[config.mk]
export PLATFORM = sky130hd
export DESIGN_NAME = ccr_class_report
export DESIGN_NICKNAME = d
export VERILOG_FILES = /design/src/common/ccr_pkg.sv /design/src/logic/ccr_class_report.sv
export VERILOG_INCLUDE_DIRS = /design/src /design/src/common
export SDC_FILE = /design/constraint.sdc
export NUM_CORES = 1
export LEC_CHECK = 0
export BUFFER_PORTS_ARGS = -buffer_cell sky130_fd_sc_hd__buf_2
export CAP_MARGIN = 20
export CORE_MARGIN = 1.5
export CORE_UTILIZATION = 50
export DETAILED_ROUTE_END_ITERATION = 16
export HOLD_SLACK_MARGIN = 0.06
export MAX_ROUTING_LAYER = met4
export PLACE_DENSITY = 0.74
export SLEW_MARGIN = 30
export SYNTH_ARGS = -nofsm -noshare
export SYNTH_HDL_FRONTEND = slang
export SYNTH_SLANG_ARGS = --single-unit
[constraint.sdc]
create_clock -name clk_in -period 2.1 [get_ports clk_in]
set_input_delay 0 -clock clk_in [delete_from_list [all_inputs] [get_ports clk_in]]
set_output_delay 0 -clock clk_in [all_outputs]
set_load 0.02 [all_outputs]
[src/common/ccr_params.svh]
`ifndef CCR_PARAMS_SVH
`define CCR_PARAMS_SVH

// channel count and command bytes of the register bank
`define CCR_NUM_CH        4
`define CCR_CMD_ASG_FIRST 8'h4C
`define CCR_CMD_ASG_LAST  8'h4F
`define CCR_CMD_ACTRL     8'h50

// field positions inside the class and control bytes
`define CCR_GRANT_HI      7
`define CCR_GRANT_LO      4
`define CCR_EARLY_HI      3
`define CCR_EARLY_LO      0
`define CCR_PROBE_LO      4

// reset values
`define CCR_CLASS_RST     8'h00
`define CCR_ACTRL_RST     8'h00

// class codes
`define CCR_CODE_NONE     4'h0
`define CCR_CODE_CLASS0   4'h6
`define CCR_CODE_CLASS3   4'h3
`define CCR_CODE_DUAL5    4'hD
`define CCR_CODE_SS_OFS   4'h3
`define CCR_CLS_MAX_2P    4'h4
`define CCR_CLS_5         4'h5
`define CCR_CLS_8         4'h8

// timing: probe start limit in ms, clock in kHz
`define CCR_PROBE_START_MS 10
`define CCR_CLK_KHZ        125000

`endif

[src/common/ccr_pkg.sv]
package ccr_pkg;

    // per-channel status from the port controller, same clock
    typedef struct packed {
        logic       turn_on;            // pulse: channel powered up
        logic       turn_off;           // pulse: channel turned off
        logic       class_measured;     // pulse: classification measured here
        logic [3:0] granted_class;      // class after power allocation, 0..8
        logic       four_pair_single;   // single-signature four-pair device
        logic       dual_sig;           // dual-signature four-pair device
        logic       one_finger_limited; // 15.4 W limit, one finger at turn-on
        logic       semi_auto;          // channel in semi-auto mode
        logic       detect_enable_bit;  // detection enabled
        logic       class_enable_bit;   // classification enabled
        logic [3:0] three_finger_class; // preceding three-finger result, 0..8
        logic       probe_written;      // pulse: power result stored
    } ccr_chan_in_type;

    // command-byte register access from the serial bus engine
    typedef struct packed {
        logic       rd;
        logic       wr;
        logic [7:0] cmd;
        logic [7:0] wdata;
    } ccr_reg_req_type;

    typedef ccr_chan_in_type [3:0] ccr_chan_arr_type;
    typedef logic [7:0] ccr_byte_arr_type [0:3];

endpackage

[src/logic/ccr_class_report.sv]
// Operation
// - upper nibble granted class, read-only, reset zero
// - lower nibble earlier class, read-only, reset zero
// - granted class is allocation-limited power-up class
// - single-signature pair mirrors granted class promptly
// - only measured channel raises class done event
// - dual-signature channels report own class promptly
// - class 0 signature recorded as class 3 in granted nibble
// - limited semi-auto turn-on keeps three-finger class
// - control byte: probe requests high, autotune low
// - probe request starts measurement within 10 ms
// - probe request cleared after result is written
// - autotune set recomputes power cut threshold
// - turn-off clears both class nibbles
// - probe requests pending at turn-on are dropped
`timescale 1ns/10ps
`include "ccr_params.svh"

module ccr_class_report #(
    parameter int unsigned PROBE_START_CYC = `CCR_PROBE_START_MS * `CCR_CLK_KHZ
) (
    input  wire logic                      clk_in,
    input  wire logic                      reset_in,
    input  wire ccr_pkg::ccr_reg_req_type  reg_req_in,
    input  wire ccr_pkg::ccr_chan_arr_type chan_in,
    output logic [7:0]                     rd_data_out,
    output logic                           rd_valid_out,
    output logic [3:0]                     class_done_event_out,
    output logic [3:0]                     probe_start_out,
    output logic [3:0]                     pcut_recompute_out
);
    import ccr_pkg::*;

    // granted code from allocated class; reserved codes never produced
    function automatic logic [3:0] enc_grant(input logic [3:0] cls, input logic single, input logic dual);
        logic [3:0] code;
        code = `CCR_CODE_NONE;
        if (cls == 4'h0) begin
            code = `CCR_CODE_CLASS3;
        end else if (cls <= `CCR_CLS_MAX_2P) begin
            code = cls;
        end else if (cls == `CCR_CLS_5 && dual) begin
            code = `CCR_CODE_DUAL5;
        end else if (cls <= `CCR_CLS_8 && single && !dual) begin
            // classes 6..8 exist only as four-pair single codes, class 5 also as the dual code; a two-pair claim stays empty
            code = cls + `CCR_CODE_SS_OFS;
        end
        return code;
    endfunction

    // earlier-class code: same table but class 0 has its own code
    function automatic logic [3:0] enc_early(input logic [3:0] cls, input logic single, input logic dual);
        logic [3:0] code;
        code = (cls == 4'h0) ? `CCR_CODE_CLASS0 : enc_grant(cls, single, dual);
        return code;
    endfunction

    // legal code check, shared by the assertions
    function automatic logic legal_code(input logic [3:0] code, input logic early);
        logic ok;
        ok = (code <= `CCR_CLS_MAX_2P) || (code >= 4'h8 && code <= 4'hB) || (code == `CCR_CODE_DUAL5);
        if (code == `CCR_CODE_NONE) begin
            ok = 1'b1;
        end else if (code == `CCR_CODE_CLASS0) begin
            ok = early;
        end
        return ok;
    endfunction

    ccr_byte_arr_type class_reg;       // per-channel class bytes
    ccr_byte_arr_type next_class_reg;
    logic [7:0]       actrl;           // probe requests and autotune enables
    logic [7:0]       next_actrl;
    logic [3:0]       powered;         // channel currently on
    logic [3:0]       next_powered;
    logic [3:0]       started;         // probe already launched for request
    logic [3:0]       next_started;
    logic [7:0]       next_rd_data;
    logic             next_rd_valid;
    logic [3:0]       next_done_evt;
    logic [3:0]       next_probe_start;
    logic [3:0]       next_recompute;

    // next-state logic for the whole bank
    always_comb begin
        int unsigned pr;
        pr               = 0;
        next_class_reg   = class_reg;
        next_actrl       = actrl;
        next_powered     = powered;
        next_started     = started;
        next_done_evt    = '0;
        next_probe_start = '0;
        next_recompute   = '0;
        for (int ch = 0; ch < `CCR_NUM_CH; ch++) begin
            pr = ch ^ 1;
            // only the measuring channel flags completion
            next_done_evt[ch] = chan_in[ch].class_measured;
            if (chan_in[ch].turn_off) begin
                // off wipes both results and the probe-launched flag; the request bit stays
                next_class_reg[ch] = `CCR_CLASS_RST;
                next_powered[ch]   = 1'b0;
                next_started[ch]   = 1'b0;
            end else if (chan_in[ch].turn_on) begin
                next_powered[ch] = 1'b1;
                next_class_reg[ch][`CCR_GRANT_HI:`CCR_GRANT_LO] =
                    enc_grant(chan_in[ch].granted_class, chan_in[ch].four_pair_single,
                              chan_in[ch].dual_sig);
                if (chan_in[ch].four_pair_single) begin
                    // partner mirrors in the same cycle, well inside the limit
                    next_class_reg[pr][`CCR_GRANT_HI:`CCR_GRANT_LO] =
                        enc_grant(chan_in[ch].granted_class, 1'b1, 1'b0);
                end
                if (chan_in[ch].one_finger_limited && chan_in[ch].semi_auto &&
                    chan_in[ch].detect_enable_bit && chan_in[ch].class_enable_bit) begin
                    next_class_reg[ch][`CCR_EARLY_HI:`CCR_EARLY_LO] =
                        enc_early(chan_in[ch].three_finger_class, chan_in[ch].four_pair_single,
                                  chan_in[ch].dual_sig);
                end
                // stale requests must not fire a probe on a fresh channel
                next_actrl[`CCR_PROBE_LO + ch] = 1'b0;
                next_started[ch]               = 1'b0;
            end
            if (chan_in[ch].probe_written) begin
                // autotune only when enabled; else threshold is left alone
                next_recompute[ch]             = actrl[ch];
                next_actrl[`CCR_PROBE_LO + ch] = 1'b0;
                next_started[ch]               = 1'b0;
            end else if (actrl[`CCR_PROBE_LO + ch] && powered[ch] && !started[ch] &&
                         !chan_in[ch].turn_on && !chan_in[ch].turn_off) begin
                next_probe_start[ch] = 1'b1;
                next_started[ch]     = 1'b1;
            end
        end
        // host write last so a set in the clearing cycle wins
        if (reg_req_in.wr && reg_req_in.cmd == `CCR_CMD_ACTRL) begin
            next_actrl = reg_req_in.wdata;
            for (int ch = 0; ch < `CCR_NUM_CH; ch++) begin
                if (!reg_req_in.wdata[`CCR_PROBE_LO + ch]) begin
                    next_started[ch] = 1'b0;
                end
            end
        end
        // reads answer one cycle later; class bytes ignore writes
        next_rd_valid = reg_req_in.rd;
        next_rd_data  = 8'h00;
        if (reg_req_in.rd) begin
            if (reg_req_in.cmd >= `CCR_CMD_ASG_FIRST && reg_req_in.cmd <= `CCR_CMD_ASG_LAST) begin
                next_rd_data = class_reg[reg_req_in.cmd[1:0]];
            end else if (reg_req_in.cmd == `CCR_CMD_ACTRL) begin
                next_rd_data = actrl;
            end
        end
    end

    // registers only
    always_ff @(posedge clk_in) begin
        if (reset_in) begin
            for (int ch = 0; ch < `CCR_NUM_CH; ch++) begin
                class_reg[ch] <= `CCR_CLASS_RST;
            end
            actrl                <= `CCR_ACTRL_RST;
            powered              <= '0;
            started              <= '0;
            rd_data_out          <= 8'h00;
            rd_valid_out         <= 1'b0;
            class_done_event_out <= '0;
            probe_start_out      <= '0;
            pcut_recompute_out   <= '0;
        end else begin
            class_reg            <= next_class_reg;
            actrl                <= next_actrl;
            powered              <= next_powered;
            started              <= next_started;
            rd_data_out          <= next_rd_data;
            rd_valid_out         <= next_rd_valid;
            class_done_event_out <= next_done_evt;
            probe_start_out      <= next_probe_start;
            pcut_recompute_out   <= next_recompute;
        end
    end

    // helper: cycles a powered channel 0 request has waited for its probe
    logic [31:0] wait_cnt;
    always_ff @(posedge clk_in) begin
        if (reset_in || !actrl[`CCR_PROBE_LO] || !powered[0] || started[0]) begin
            wait_cnt <= 32'h0;
        end else begin
            wait_cnt <= wait_cnt + 32'h1;
        end
    end

    property p_codes_legal;
        @(posedge clk_in) disable iff (reset_in)
        legal_code(class_reg[0][7:4], 1'b0) && legal_code(class_reg[0][3:0], 1'b1);
    endproperty
    a_codes_legal: assert property (p_codes_legal) else $error("reserved class code");

    property p_off_clears;
        @(posedge clk_in) disable iff (reset_in)
        chan_in[1].turn_off |=> class_reg[1] == `CCR_CLASS_RST;
    endproperty
    a_off_clears: assert property (p_off_clears) else $error("turn-off left class");

    property p_class0_as3;
        @(posedge clk_in) disable iff (reset_in)
        chan_in[0].turn_on && !chan_in[0].turn_off && chan_in[0].granted_class == 4'h0
        && !(chan_in[1].turn_on && chan_in[1].four_pair_single)
        |=> class_reg[0][`CCR_GRANT_HI:`CCR_GRANT_LO] == `CCR_CODE_CLASS3;
    endproperty
    a_class0_as3: assert property (p_class0_as3) else $error("class 0 not recorded as 3");

    property p_pair_mirror;
        @(posedge clk_in) disable iff (reset_in)
        chan_in[0].turn_on && chan_in[0].four_pair_single && !chan_in[0].turn_off && !chan_in[1].turn_on
        && !chan_in[1].turn_off
        |=> class_reg[1][`CCR_GRANT_HI:`CCR_GRANT_LO] == class_reg[0][`CCR_GRANT_HI:`CCR_GRANT_LO];
    endproperty
    a_pair_mirror: assert property (p_pair_mirror) else $error("pair classes differ");

    property p_done_own;
        @(posedge clk_in) disable iff (reset_in)
        chan_in[0].class_measured && !chan_in[1].class_measured |=> class_done_event_out[1:0] == 2'b01;
    endproperty
    a_done_own: assert property (p_done_own) else $error("wrong class done flag");

    property p_probe_clear;
        @(posedge clk_in) disable iff (reset_in)
        chan_in[0].probe_written && !(reg_req_in.wr && reg_req_in.cmd == `CCR_CMD_ACTRL)
        |=> !actrl[`CCR_PROBE_LO];
    endproperty
    a_probe_clear: assert property (p_probe_clear) else $error("probe request not cleared");

    property p_start_bound;
        @(posedge clk_in) disable iff (reset_in)
        wait_cnt < 32'(PROBE_START_CYC);
    endproperty
    a_start_bound: assert property (p_start_bound) else $error("probe start late");

    property p_autotune;
        @(posedge clk_in) disable iff (reset_in)
        chan_in[0].probe_written |=> pcut_recompute_out[0] == $past(actrl[0]);
    endproperty
    a_autotune: assert property (p_autotune) else $error("threshold recompute mismatch");

    property p_stale_drop;
        @(posedge clk_in) disable iff (reset_in)
        chan_in[0].turn_on && !chan_in[0].turn_off && !(reg_req_in.wr && reg_req_in.cmd == `CCR_CMD_ACTRL)
        |=> !actrl[`CCR_PROBE_LO] ##1 !probe_start_out[0];
    endproperty
    a_stale_drop: assert property (p_stale_drop) else $error("stale probe kept");

    c_probe_cycle: cover property (@(posedge clk_in) disable iff (reset_in)
        probe_start_out[0] ##[1:20] pcut_recompute_out[0]);
    c_early_kept: cover property (@(posedge clk_in) disable iff (reset_in) class_reg[1][3:0] != 4'h0);
    c_read_ctrl: cover property (@(posedge clk_in) disable iff (reset_in)
        rd_valid_out && rd_data_out != 8'h00);
endmodule

---- Word-level counts from Yosys, hierarchy flattened ----
Cells that the tools add are included.
operators by class
  add/sub/neg operators ................... 8
  $lt $le $gt $ge ......................... 19
  eq/ne operators ......................... 15
  mux-type cells .......................... 107
  bitwise operators ....................... 6
  reductions and logical operators ........ 109
operator list
  operator               number
  $mux W4                59
  $mux W8                9
  $logic_and A1 B1 Y1    54
  $mux W1                36
  $add A4 B2 Y4 const B  8
  $eq A4 B3 Y1 const B   8
  $le A4 B3 Y1 const B   8
  $le A4 B4 Y1 const B   8
  $logic_not A4 Y1       8
  $reduce_or A2 Y1       13
  $mux W12               2
  $bmux W8 S2            1
  $logic_not A1 Y1       16
  $reduce_and A2 Y1      8
  $ne A3 B2 Y1 const B   4
  $reduce_bool A3 Y1     4
  $eq A8 B7 Y1 const B   1
  $ge A8 B7 Y1 const B   1
  $le A8 B7 Y1 const B   1
  $reduce_bool A2 Y1     4
  $reduce_and A3 Y1      2
  $not A1 Y1             5
  $ne A2 B1 Y1 const B   2
  $ge A3 B3 Y1 const B   1
  $not A2 Y3             1
word-level totals
  flip-flop bits (word level) ............. 69
  bits of input ports ..................... 92
  output and inout port bits .............. 21
  word-level logic and storage cells ...... 293

---- Longest topological paths before layout ----
  depth after elaboration ................. 13
  gate-level depth with buffers ........... 9
  gate-level depth less buffers ........... 7

---- Worst setup path before layout ----
No wires, ideal clock.
  kind .................................... input to register
  start point ............................. input port chan_in[47] (netlist bit)
  end point ............................... register class_reg[7] (netlist bit)
  data arrival time ....................... 1.475 ns
  path slack .............................. 0.532 ns
  cell stages on the path ................. 8
  path buffers ............................ 2
  cell sequence ........................... clkbuf_1 -> inv_1 -> ha_1 -> clkbuf_1 -> or2_2 -> o21ai_0 -> nor2_1 -> o32ai_1
between the ends
  word-level cells in the longest chain between the ends .. 8
  elaborated cells between the ends (all ways) .. 11
  classes of those cells .................. add/sub: 1; order compare: 2; mux: 7; reduce/logical: 1
RTL lines
  what                                                            line                     source
  start: declaration                                              ccr_class_report.sv:25   input wire ccr_pkg::ccr_chan_arr_type chan_in,
  $add A4 B2 Y4 (no source line) or $le A4 B4 Y1 (tied branches)  --
  $mux W4                                                         ccr_class_report.sv:44   end else if (cls <= `CCR_CLS_8 && single && !dual) begin
  $mux W4                                                         ccr_class_report.sv:40   end else if (cls <= `CCR_CLS_MAX_2P) begin
  $mux W4 (*)                                                     ccr_class_report.sv:38   if (cls == 4'h0) begin
  $mux W4 (*)                                                     ccr_class_report.sv:109  if (chan_in[ch].four_pair_single) begin
  $mux W12 (*)                                                    ccr_class_report.sv:104  end else if (chan_in[ch].turn_on) begin
  $mux W4 (*)                                                     ccr_class_report.sv:99   if (chan_in[ch].turn_off) begin
  $mux W8 (*)                                                     ccr_class_report.sv:104
  end signal: indexed assignment                                  ccr_class_report.sv:160  class_reg[ch] <= `CCR_CLASS_RST;
  end signal: assignment                                          ccr_class_report.sv:171  class_reg <= next_class_reg;
  end: declaration                                                ccr_class_report.sv:70   ccr_byte_arr_type class_reg;
Mark *: on every way between the ends. The rest lies on a longest branch, timed or not. The select of a mux whose other input is x is not followed.
A chain may end at the register's enable or synchronous reset.

---- Worst setup path after layout ----
  start point ............................. input port reg_req_in[13] (netlist bit)
  end point ............................... register actrl[1]
between the ends
  word-level cells in the longest chain between the ends .. 2
RTL lines
  what                                  line                     source
  start: declaration                    ccr_class_report.sv:24   input wire ccr_pkg::ccr_reg_req_type reg_req_in,
  $eq A8 B7 Y1 (no source line)         --
  $logic_and A1 B1 Y1 (no source line)  --
  end signal: assignment                ccr_class_report.sv:162  actrl <= `CCR_ACTRL_RST;
  end signal: assignment                ccr_class_report.sv:172  actrl <= next_actrl;
  end: declaration                      ccr_class_report.sv:72   logic [7:0] actrl;
No other way between the ends.

==> impl_summary.md <==
STA
Setup repair after global routing left no endpoint under its margin. The fmax is 570 MHz. The final critical path time including I/O delays and setup is 1.76 ns. On the final layout, the worst hold slack is 0.0703 ns. The minimum setup slack in the final design is 0.345 ns. In the final timing run, aggregate negative setup slack is 0 ns. The relative slew slack is 57.8%.

At the pin with the least slew margin, the transition time is 0.628 ns. The worst clock skew on the final layout is 0.00480 ns. The number of hold-slack violations in the final timing report was 0. The total count of max-transition violations in the final report is 0. The count of final setup violators is 0. The period utilization is 83.6%.

Routing
Summed over all layers, the routed wires come to 13,300 um. The first-pass iteration count of the detailed router is 5. Using the TritonRoute via totals, the vias-per-cell ratio works out to 5.89. In the routed design, unresolved DRC markers number 0. The via count is 4,898. In this run, the number of DRC markers left after iteration 0 of detailed routing was 251. The remaining number of nets flagged by the antenna check after routing is 0. The average routed wire per standard cell is 15.9 um.

Setup path
At the worst endpoint, the required time is 2.37 ns. The critical path starts at reg_req_in[13]. The worst path arrival time is 2.03 ns. On the critical path the largest part of the delay comes from simple AND/OR/NAND/NOR gates.

The critical path goes through buf_2 > or3b_4 > nor4_4 > nand3_1 > dlygate4sd3_1 > a21oi_1. The capturing element type of the critical path is a register. The largest stage delay on the critical path is 0.60 ns. The startpoint of the most critical register-to-register path is actrl[4]. The kind of start point of the critical path is a primary input. The slowest library cell on the worst path is nor4_4. The top fanout value on the critical path is 12.

The kind of critical path is in2reg. The number of buffer and inverter stages on the critical path is 2.

Synthesis
The share of the yosys chip area belonging to registers is 30.6%. The share of Yosys cell area claimed by the top area cell type is 30.6%. The cell area after technology mapping is 0.00452 mm^2.

The cell type with the highest aggregate area in the netlist is dfxtp_1. The synthesis warning total is 0. A synthesized cell averages 7.78 um^2.

The commonest cells after synthesis are dfxtp_1, nor2_1, nand2_1, a21oi_1, o21ai_0. The unique cell type count in the Yosys netlist is 60. The synthesized flop and latch total is 69.

The post-synthesis async set-or-reset flop share is 0%. Yosys attributes the largest share of cell area to dfxtp_1, ha_1, nor2_1. The net count of the mapped netlist is 697. The gate count of the mapped netlist is 581.

The most numerous cell in the Yosys netlist is dfxtp_1. Yosys mapped a number of flops with a built-in enable equal to 0. The most used flip-flop cell after synthesis is dfxtp_1.

Die
The core region is 0.00872 mm^2. The die extent in y is 98.1 um. The count of standard-cell rows is 34. The number of ports placed on the die boundary is 113. The initial utilization of the core area, before any placement, comes to 51.8%.

The floorplan step defined a die boundary enclosing 0.00962 mm^2. The die outline width is 98.1 um.

Cells and area
The layout overhead on the synthesized area is 25.8%. Fill cells in the final layout number 769. The number of antenna diodes in the final layout is 0.

The sequential cell area in the final layout is 0.00138 mm^2. Measured on the finished design, the core utilization comes to 65.2%. Cells with a size suffix above 1 make up 20.3% of the layout. The flip-flop count of the largest register, all copies and words added is 32. The number of cells in the finished layout apart from fillers is 832. The post-layout net count is 835.

Summing all multi-input logic gate instances after layout gives 0.00295 mm^2.

Power and ir drop
The power density over the cells is 531 mW/mm^2. The worst ir drop on vdd is 0.000277 V. The static power due to leakage is 2.33 nW.

CTS
The CTS tree is done. The clock tree buffer depth is 2. The cell at the root of the clock tree is clkbuf_8. The sink count of the clock tree is 69. Counting the buffers created by CTS gives 9. The H-tree depth reported by CTS is 3. The post-cts resize count is 0. The clock insertion delay at the later pin of the skew report is 0.34 ns. Clock-pin slew was measured on the worst setup and hold paths at 0.07 ns.

Hold path
The min-delay analysis places its worst path in the category in2reg. The worst hold path begins at chan_in[60].

Placement
The congestion estimate from routability-driven global placement came to 0.922. The count of input and output buffers is 112. The post-placement setup slack is 0.457 ns. The cell count after placement is 779. Summed over all nets, the half-perimeter wirelength after detailed placement is 10,000 um.

Global route
The leftover overflow at the end of global routing is 0. The initial antenna violation count is 0. The number of global-route vias before repair is 4,501.

The pin count of the biggest net entering global routing is 25. In the global route stage, overall resource usage came out at 28.4%. The first global-routing pass estimated 21,700 um of wire.

Flow run
Across the run, the number of max-cap violations was 0.

Status
The flow ran to the end, and the final reports show no timing, DRC or antenna violations.
==> what timing repair did <==
item                                   4_1_cts  5_1_grt
endpoints found under the hold margin       48        0
setup buffers                                0        0
hold buffers                                37        0
==> cell families after synthesis <==
kind of cell	synth area share, %
adders and majority gates	6.87
and+or+nand+nor	26.5
xor gates and xnor gates	0.775
AOI/OAI and AO/OA	25.4
muxes	5.82
DFF	30.6
buffers and inverters	4.10
==> layout by cell type (no fill, tap or decap), drive strengths merged, types with 3 or more instances in the layout <==
master / count
a2111oi: 3
a211oi: 6
a21oi: 50
a221oi: 3
a22oi: 9
a31oi: 11
and2: 5
buf: 114
clkbuf: 12
dfxtp: 69
dlygate4sd3: 37
ha: 24
inv: 21
mux2i: 6
mux4: 8
nand2: 61
nand2b: 22
nand3: 16
nor2: 67
nor2b: 22
nor3: 22
nor3b: 6
nor4: 8
o211ai: 5
o21a: 8
o21ai: 42
o21bai: 3
o22ai: 8
o31ai: 11
o32ai: 3
or2: 3
or3: 4
xnor2: 4
==> per-stage QoR <==
stage | total power [W] | instance area [um^2]
after floorplan | 0.00170 | 4520
after global placement | 0.00191 | 5120
after detailed placement | 0.00192 | 5120
after CTS | 0.00301 | 5690
after global routing | 0.00316 | 5690
final | 0.00302 | 5690
==> worst min-delay path, delay by kind of cell <==
family	cells	cell delay [ns]
buffers and inverters	1	0.09
AND/OR/NAND/NOR	2	0.15
AO/OA/AOI/OAI	1	0.13
==> layout make-up <==
cell class / instances / share of cell area, %
multi-input combinational: 467 / 51.9
clock inverter: 4 / 0.836
timing repair buffer: 151 / 16.6
clock buffer: 12 / 2.55
tap: 108 / 2.38
inverter: 21 / 1.39
sequential: 69 / 24.3
==> routing by layer <==
metal	up-vias	global-route usage (%)	wire length [um]
li1	2390	-	-
met1	2280	37.2	6060
met2	210	46.4	6220
met3	18	3.44	805
met4	0	7.58	176
met5	-	-	0
==> report_power, final <==
group / switching (W) / internal, W
logic: 0.000348 / 0.000258
registers: 0.0000141 / 0.00133
clock network: 0.000490 / 0.000578
==> worst paths after layout <==
kind	endpoint	slack [ns]	cells after the start
max reg2reg	probe_start_out[0]	0.84	3
min	class_reg[1]	0.07	4
min reg2reg	probe_start_out[2]	0.44	1
max	actrl[1]	0.34	6
Power figures use the tool's default switching activity.
